`src/stoi_pkg.sv`:
```
// constants and types for the safe torque off interlock
package stoi_pkg;
   localparam int CLK_HZ = 40000000;
   localparam int DISCREPANCY_MS = 50;
   localparam int DISCREPANCY_CYCLES = (CLK_HZ / 1000) * DISCREPANCY_MS;
   localparam int RESPONSE_MS = 50;
   localparam int RESPONSE_CYCLES = (CLK_HZ / 1000) * RESPONSE_MS;
   localparam int CNT_W = 22;
   localparam logic [3:0] FUNC_HOLD = 4'h6;
   localparam int FUNC_W = 4;
   typedef enum logic [1:0] {
      STOI_SHUTOFF,
      STOI_READY,
      STOI_RUNNING
   } stoi_state_t;
endpackage

```
`src/stoi_window_timer.sv`:
```
// saturating counter that times how long a condition has held
`timescale 1ns/1ps
module stoi_window_timer #(
   parameter int CNT_W = 22,
   parameter logic [21:0] LIMIT = 22'h1E8480
) (
   input wire logic clk,
   input wire logic rst_n,
   input wire logic active,
   output logic expired
);
   typedef struct packed {
      logic [CNT_W-1:0] count;
      logic expired;
   } stoi_timer_t;

   stoi_timer_t cur;
   stoi_timer_t next_cur;

   // count while active, restart whenever the condition drops
   always_comb begin
      next_cur = cur;
      if (!active) begin
         next_cur.count = '0;
         next_cur.expired = 1'b0;
      end else if (cur.count >= CNT_W'(LIMIT)) begin
         next_cur.expired = 1'b1;
      end else begin
         next_cur.count = cur.count + CNT_W'(1);
      end
   end

   // state register
   always_ff @(posedge clk or negedge rst_n) begin
      if (!rst_n) begin
         cur <= '0;
      end else begin
         cur <= next_cur;
      end
   end

   assign expired = cur.expired;
endmodule

```
`src/stoi_interlock.sv`:
```
// dual-channel enable interlock with discrepancy alarm and restart prevention
`timescale 1ns/1ps
module stoi_interlock #(
   parameter int DISCREPANCY_CYCLES = stoi_pkg::DISCREPANCY_CYCLES
) (
   input wire logic clk,
   input wire logic rst_n,
   input wire logic enable_channel_a,
   input wire logic enable_channel_b,
   input wire logic forward_run_command,
   input wire logic digital_input_one,
   input wire logic [3:0] input_one_function_select,
   input wire logic gate_a_feedback,
   input wire logic gate_b_feedback,
   output logic output_enable_a,
   output logic output_enable_b,
   output logic torque_shutoff_state,
   output logic ready_to_run,
   output logic running,
   output logic enable_discrepancy_alarm,
   output logic shutoff_path_fault_alarm
);
   typedef struct packed {
      stoi_pkg::stoi_state_t state;
      logic run_latched;
      logic fwd_prev;
      logic alarm;
      logic fault;
      logic gate_a;
      logic gate_b;
   } stoi_core_t;

   stoi_core_t cur;
   stoi_core_t next_cur;
   logic disagree;
   logic window_expired;
   logic hold_active;
   logic fwd_rise;
   logic both_on;
   logic any_off;
   logic stop_cause;
   logic hold_selected;

   // true when the registered state equals the one asked about
   function automatic logic stoi_in_state(
      input stoi_pkg::stoi_state_t now,
      input stoi_pkg::stoi_state_t want
   );
      logic hit;
      hit = (now == want);
      return hit;
   endfunction

   // one gate path: its own channel, no fault, running next
   function automatic logic stoi_gate_drive(
      input logic channel_on,
      input logic fault_seen,
      input stoi_pkg::stoi_state_t next_state
   );
      logic drive;
      drive = channel_on && !fault_seen;
      drive = drive && (next_state == stoi_pkg::STOI_RUNNING);
      return drive;
   endfunction

   // gate readback differs from what was driven one edge earlier
   function automatic logic stoi_readback_bad(
      input logic driven,
      input logic seen
   );
      logic bad;
      bad = (driven != seen);
      return bad;
   endfunction

   // channels disagree; timer restarts whenever they agree again
   assign disagree = enable_channel_a ^ enable_channel_b;

   // discrepancy window, keeps running in every state
   stoi_window_timer #(
      .CNT_W(stoi_pkg::CNT_W),
      .LIMIT(22'(DISCREPANCY_CYCLES))
   ) u_window (
      .clk(clk),
      .rst_n(rst_n),
      .active(disagree),
      .expired(window_expired)
   );

   // hold function only when input one is assigned to it
   assign hold_active = hold_selected && digital_input_one;

   // forward edge: high now, low at the last sample
   assign fwd_rise = forward_run_command && !cur.fwd_prev;

   // both channels on, or at least one dropped
   assign both_on = enable_channel_a && enable_channel_b;
   assign any_off = !both_on;

   // anything that forces torque shutoff from ready or running
   assign stop_cause = any_off
                       || cur.alarm
                       || cur.fault;

   // input one decoded as the hold terminal, level looked at above
   assign hold_selected = (input_one_function_select == stoi_pkg::FUNC_HOLD);

   // sequence: shutoff, ready, running
   // a forward edge seen outside ready is dropped on purpose,
   // so enables coming back never start the output by themselves
   always_comb begin
      next_cur = cur;
      next_cur.fwd_prev = forward_run_command;
      // alarm latches; cleared only by reset
      if (window_expired) begin
         next_cur.alarm = 1'b1;
      end
      // gate driven but feedback says off, or off but feedback says on
      // each path checked alone, so one stuck path is still caught
      if (stoi_readback_bad(cur.gate_a, gate_a_feedback)
          || stoi_readback_bad(cur.gate_b, gate_b_feedback)) begin
         next_cur.fault = 1'b1;
      end

      case (cur.state)
         stoi_pkg::STOI_SHUTOFF: begin
            // latched run dropped on every shutoff
            next_cur.run_latched = 1'b0;
            // alarm or fault keeps the drive here until restart
            if (both_on && !cur.alarm && !cur.fault) begin
               next_cur.state = stoi_pkg::STOI_READY;
            end
         end
         stoi_pkg::STOI_READY: begin
            // needs a fresh forward edge, so enables alone never start it
            // alarm or fault latched here also ends ready
            if (stop_cause) begin
               next_cur.state = stoi_pkg::STOI_SHUTOFF;
            end else if (fwd_rise) begin
               next_cur.state = stoi_pkg::STOI_RUNNING;
               next_cur.run_latched = hold_active;
            end
         end
         stoi_pkg::STOI_RUNNING: begin
            // coast whatever the run command says
            if (stop_cause) begin
               next_cur.state = stoi_pkg::STOI_SHUTOFF;
               next_cur.run_latched = 1'b0;
            end else if (!hold_active) begin
               // hold off: run follows the forward level
               next_cur.run_latched = 1'b0;
               if (!forward_run_command) begin
                  next_cur.state = stoi_pkg::STOI_READY;
               end
            end else if (forward_run_command) begin
               // hold on: forward high latches the run
               next_cur.run_latched = 1'b1;
            end else if (!cur.run_latched) begin
               // hold on but nothing latched: back to waiting
               next_cur.state = stoi_pkg::STOI_READY;
            end
         end
         default: begin
            // unused code falls back to the safe state
            next_cur.state = stoi_pkg::STOI_SHUTOFF;
         end
      endcase

      // each gate follows its own channel, one cycle latency
      // next state and next fault used, so a drop acts in one edge
      next_cur.gate_a = stoi_gate_drive(enable_channel_a,
                                        next_cur.fault,
                                        next_cur.state);
      next_cur.gate_b = stoi_gate_drive(enable_channel_b,
                                        next_cur.fault,
                                        next_cur.state);
   end

   // state register; restart clears alarms as well
   // gates come up off, so the first readback check sees agreement
   always_ff @(posedge clk or negedge rst_n) begin
      if (!rst_n) begin
         cur <= '0;
      end else begin
         cur <= next_cur;
      end
   end

   // redundant enables straight from their own flip-flops
   assign output_enable_a = cur.gate_a;
   assign output_enable_b = cur.gate_b;

   // one-hot view of the sequence state
   assign torque_shutoff_state = stoi_in_state(cur.state, stoi_pkg::STOI_SHUTOFF);
   assign ready_to_run = stoi_in_state(cur.state, stoi_pkg::STOI_READY);
   assign running = stoi_in_state(cur.state, stoi_pkg::STOI_RUNNING);

   // latched alarms, cleared only by a restart
   assign enable_discrepancy_alarm = cur.alarm;
   assign shutoff_path_fault_alarm = cur.fault;
endmodule

```
`config.mk`:
```
export PLATFORM = sky130hd
export DESIGN_NAME = stoi_interlock
export DESIGN_NICKNAME = d
export VERILOG_FILES = /design/src/stoi_pkg.sv /design/src/stoi_window_timer.sv /design/src/stoi_interlock.sv
export SDC_FILE = /design/constraint.sdc
export NUM_CORES = 1
export LEC_CHECK = 0
export BUFFER_PORTS_ARGS = -buffer_cell sky130_fd_sc_hd__buf_2
export CAP_MARGIN = 25
export CORE_MARGIN = 2
export CORE_UTILIZATION = 38
export CTS_CLUSTER_DIAMETER = 100
export DETAILED_ROUTE_END_ITERATION = 8
export PLACE_DENSITY = 0.55
export SETUP_SLACK_MARGIN = 0.4
export SYNTH_ARGS = -nofsm -noshare
export SYNTH_HDL_FRONTEND = slang
export SYNTH_SLANG_ARGS = --single-unit
```
`constraint.sdc`:
```
create_clock -name clk -period 3.4 [get_ports clk]
set_input_delay 0.68 -clock clk [delete_from_list [all_inputs] [get_ports clk]]
set_output_delay 0.68 -clock clk [all_outputs]
set_load 0.05 [all_outputs]
```
==> impl_metrics.yaml <==
place:
  place_congestion: 0.8927
  dp.final_hpwl_mm: 2.661
  port_buffers: 18
  pre_cts_ws_ns: 1.118
synthesis:
  synthesis.nets: 202
  yosys_warnings: 0
  netlist_area_sq_mm: 0.001749
  synth_top_flop_cell: "sky130_fd_sc_hd__dfrtp_1"
  post_synthesis_register_bit_count: 31
  synth.top_cell.area_share: 0.4435
  syn_avg_cell_area_sq_um: 9.558
  synth_area_leader_cell: "sky130_fd_sc_hd__dfrtp_1"
  synthArstFlopShare: 1.000
  synth.area.top_cells: "sky130_fd_sc_hd__dfrtp_1, sky130_fd_sc_hd__xnor2_1, sky130_fd_sc_hd__ha_1"
  synthesis.instances: 183
  synth.yosys.seq_area_share: 0.4435
  synth_enable_flop_cells: 0
  synth.lib_cells_used.distinct: 43
clock_tree:
  root_buffer: "sky130_fd_sc_hd__clkbuf_8"
  cts_made_buffers: 5
  cts.sink_count: 31
  clock_tree_from_tritoncts: "built"
  cts_post_setup_buffers_inserted: 0
  post_cts_resize_count: 0
  cts-root-to-sink-buffers: 2
  htreeDepth: 2
  clkSlewWorstSetupHoldPaths_ns: 0.07
  clock_insertion_delay_worst_skew_ns: 0.27
  cts_hold_buf: 0
floorplanning:
  num_io_pins: 19
  dieHeight_um: 71.85
  dieWidth_um: 71.85
  initial_core_util: 0.3990
  rows: 24
  fp.coreArea_sq_mm: 0.004384
  die_area_sq_mm: 0.005162
finish:
  mostFrequentLayoutCells: "sky130_fd_sc_hd__dfrtp_1, sky130_fd_sc_hd__nand2_1, sky130_fd_sc_hd__nor2_1, sky130_fd_sc_hd__buf_2, sky130_fd_sc_hd__xnor2_1"
  drive_above_1_share: 0.1626
  final_nets: 221
  leading_cell_type_in_the_layout_fill_and_taps_excluded: "sky130_fd_sc_hd__dfrtp_1"
  syn2layout_area_growth_pct: 12.73
  antenna_cells: 0
worst_setup_path:
  cpLargestDelayFamily: "compound AO/OA/AOI/OAI gates"
  critPathBufInv: 0
  cp_slowest_stage_delay_ns: 0.85
  cp.arrival_ns: 2.35
  timing.critical_path.mode_cell: "sky130_fd_sc_hd__nand4_1"
  worstSetupPathType: "reg -> reg"
  critical-path-slowest-cell: "sky130_fd_sc_hd__o21bai_1"
  critical_path.max_fanout: 13
  critical_path_required_ns: 3.60
  setup.worst_path.end_class: "flip-flop"
  chain_of_cells_forming_the_critical_path: "nand4_1 -> o21bai_1 -> a21oi_1 -> nand4_1 -> mux2i_1"
  worstSetupStartpointType: "flip-flop"
drt:
  detail_route.vias_per_cell: 5.522
  routed-via-count: 1408
  ant_nets: 0
  drt-initial-drc-count: 55
  drt_pass1_iterations: 4
  drt_wl_total_mm: 3.714
  remaining_drc_errors: 0
  route.detailed.wl_per_inst_um: 14.56
global_route:
  global_route_wire_length_before_repair_mm: 6.527
  antenna_found_initial: 0
  grt_usage: 0.1599
  largest_net_degree_at_the_start_of_global_routing: 32
  grt_pass1_vias: 1433
  grt_overflow_total: 0
timing:
  final_period_minus_worst_setup_slack_ns: 2.151
  tightest_slew_ns: 1.053
  finalWorstSetupSlack_ns: 1.249
  maxSlewViolCount: 0
  setup-violations-final: 0
  final_hold_viol_count: 0
  final_min_period_over_clock_period: 0.6326
  finalClockSkew_ns: 0.005658
  max-slew-margin-rel: 0.2969
  fmax_ghz: 0.4650
  timing.setup.tns_ns: 0
  unrepaired_setup_endpoints_after_global_routing: "no"
  fin_hold_ws_ns: 0.4479
pwr:
  worst_ir_drop_vdd_uv: 188.5
  report.power.total_mw: 0.7716
  power_density_mw_per_mm2: 391.3
  p_leak_nw: 0.8425
status:
  run_status: "finished, final reports clean"
flow_run:
  number_of_max_cap_violations: 0
worst_hold_path:
  hold_path_class: "in -> async"
cell type report:
class                      count  area [sq um]
sequential                    31         775.7
clock buffer                   8         100.1
fill                         437          2412
inverter                       9         33.78
timing repair buffer          18         90.09
multi-input combinational    137         907.1
tap                           52         65.06
where the power goes:
part / switching, mW / leakage [nW] / internal, mW
clock network: 0.129 / 0.0515 / 0.185
logic: 0.0473 / 0.372 / 0.0225
registers: 0.0110 / 0.419 / 0.378
cell families after synthesis:
| family | Yosys count | synth area share |
|---|---|---|
| and+or+nand+nor | 79 | 0.2325 |
| AOI/OAI and AO/OA | 31 | 0.1323 |
| DFF | 31 | 0.4435 |
| xor gates and xnor gates | 15 | 0.07511 |
| buffers and inverters | 15 | 0.03791 |
| adders and majority gates | 7 | 0.05007 |
| muxes | 5 | 0.02861 |
through the flow:
| step | instances | instance area, sq um | utilization |
|---|---|---|---|
| floorplan | 183 | 1749 | - |
| global placement | 247 | 1872 | 0.4269 |
| detailed placement | 247 | 1872 | 0.4269 |
| CTS | 255 | 1972 | 0.4498 |
| global route | 255 | 1972 | 0.4498 |
| finish | 255 | 1972 | 0.4498 |
worst paths after layout:
path,from,endpoint,slack [ns],depth (start not counted)
max,u_window.cur[18]$_DFFE_PN0P_,u_window.cur[15]$_DFFE_PN0P_,1.25,5
min,rst_n,u_window.cur[15]$_DFFE_PN0P_,0.45,1
max reg2reg,u_window.cur[18]$_DFFE_PN0P_,u_window.cur[15]$_DFFE_PN0P_,1.25,5
min reg2reg,u_window.expired$_DFFE_PN0P_,enable_discrepancy_alarm$_DFFE_PN0P_,0.47,1
max in group asynchronous,rst_n,cur[7]$_DFF_PN0_,2.51,1
min in group clk,u_window.expired$_DFFE_PN0P_,enable_discrepancy_alarm$_DFFE_PN0P_,0.47,1
state kept, by name, summed over array words and instances (netlist names):
register and flops:
cur 4, output_enable_b 1, u_window.cur 22, u_window.expired 1
enable_discrepancy_alarm 1, output_enable_a 1, shutoff_path_fault_alarm 1
Yosys cell counts (2+ instances only):
cell type	instances
sky130_fd_sc_hd__inv_1	8
sky130_fd_sc_hd__a2111oi_2	2
sky130_fd_sc_hd__xor2_1	2
sky130_fd_sc_hd__a211oi_1	6
sky130_fd_sc_hd__nand4_1	6
sky130_fd_sc_hd__and3_1	3
sky130_fd_sc_hd__nand2_1	19
sky130_fd_sc_hd__a21oi_1	7
sky130_fd_sc_hd__buf_2	2
sky130_fd_sc_hd__nor2b_1	3
sky130_fd_sc_hd__ha_1	7
sky130_fd_sc_hd__nor3_1	5
sky130_fd_sc_hd__dfrtp_1	31
sky130_fd_sc_hd__nand4b_1	2
sky130_fd_sc_hd__nand3_1	7
sky130_fd_sc_hd__clkbuf_1	3
sky130_fd_sc_hd__mux2i_1	5
sky130_fd_sc_hd__o31ai_1	2
sky130_fd_sc_hd__nand2b_1	4
sky130_fd_sc_hd__o21ai_0	5
sky130_fd_sc_hd__xnor2_1	13
sky130_fd_sc_hd__or4_1	2
sky130_fd_sc_hd__nor2_1	19
per-layer routing:
| metal | track usage | share of wire |
|---|---|---|
| met1 | 0.1953 | 0.45 |
| met2 | 0.2726 | 0.49 |
| met3 | 0.03938 | 0.054 |
| met4 | 0.06080 | 0.0051 |
| met5 | 0 | 0 |
Note: power is estimated with default switching activity, not from simulation.
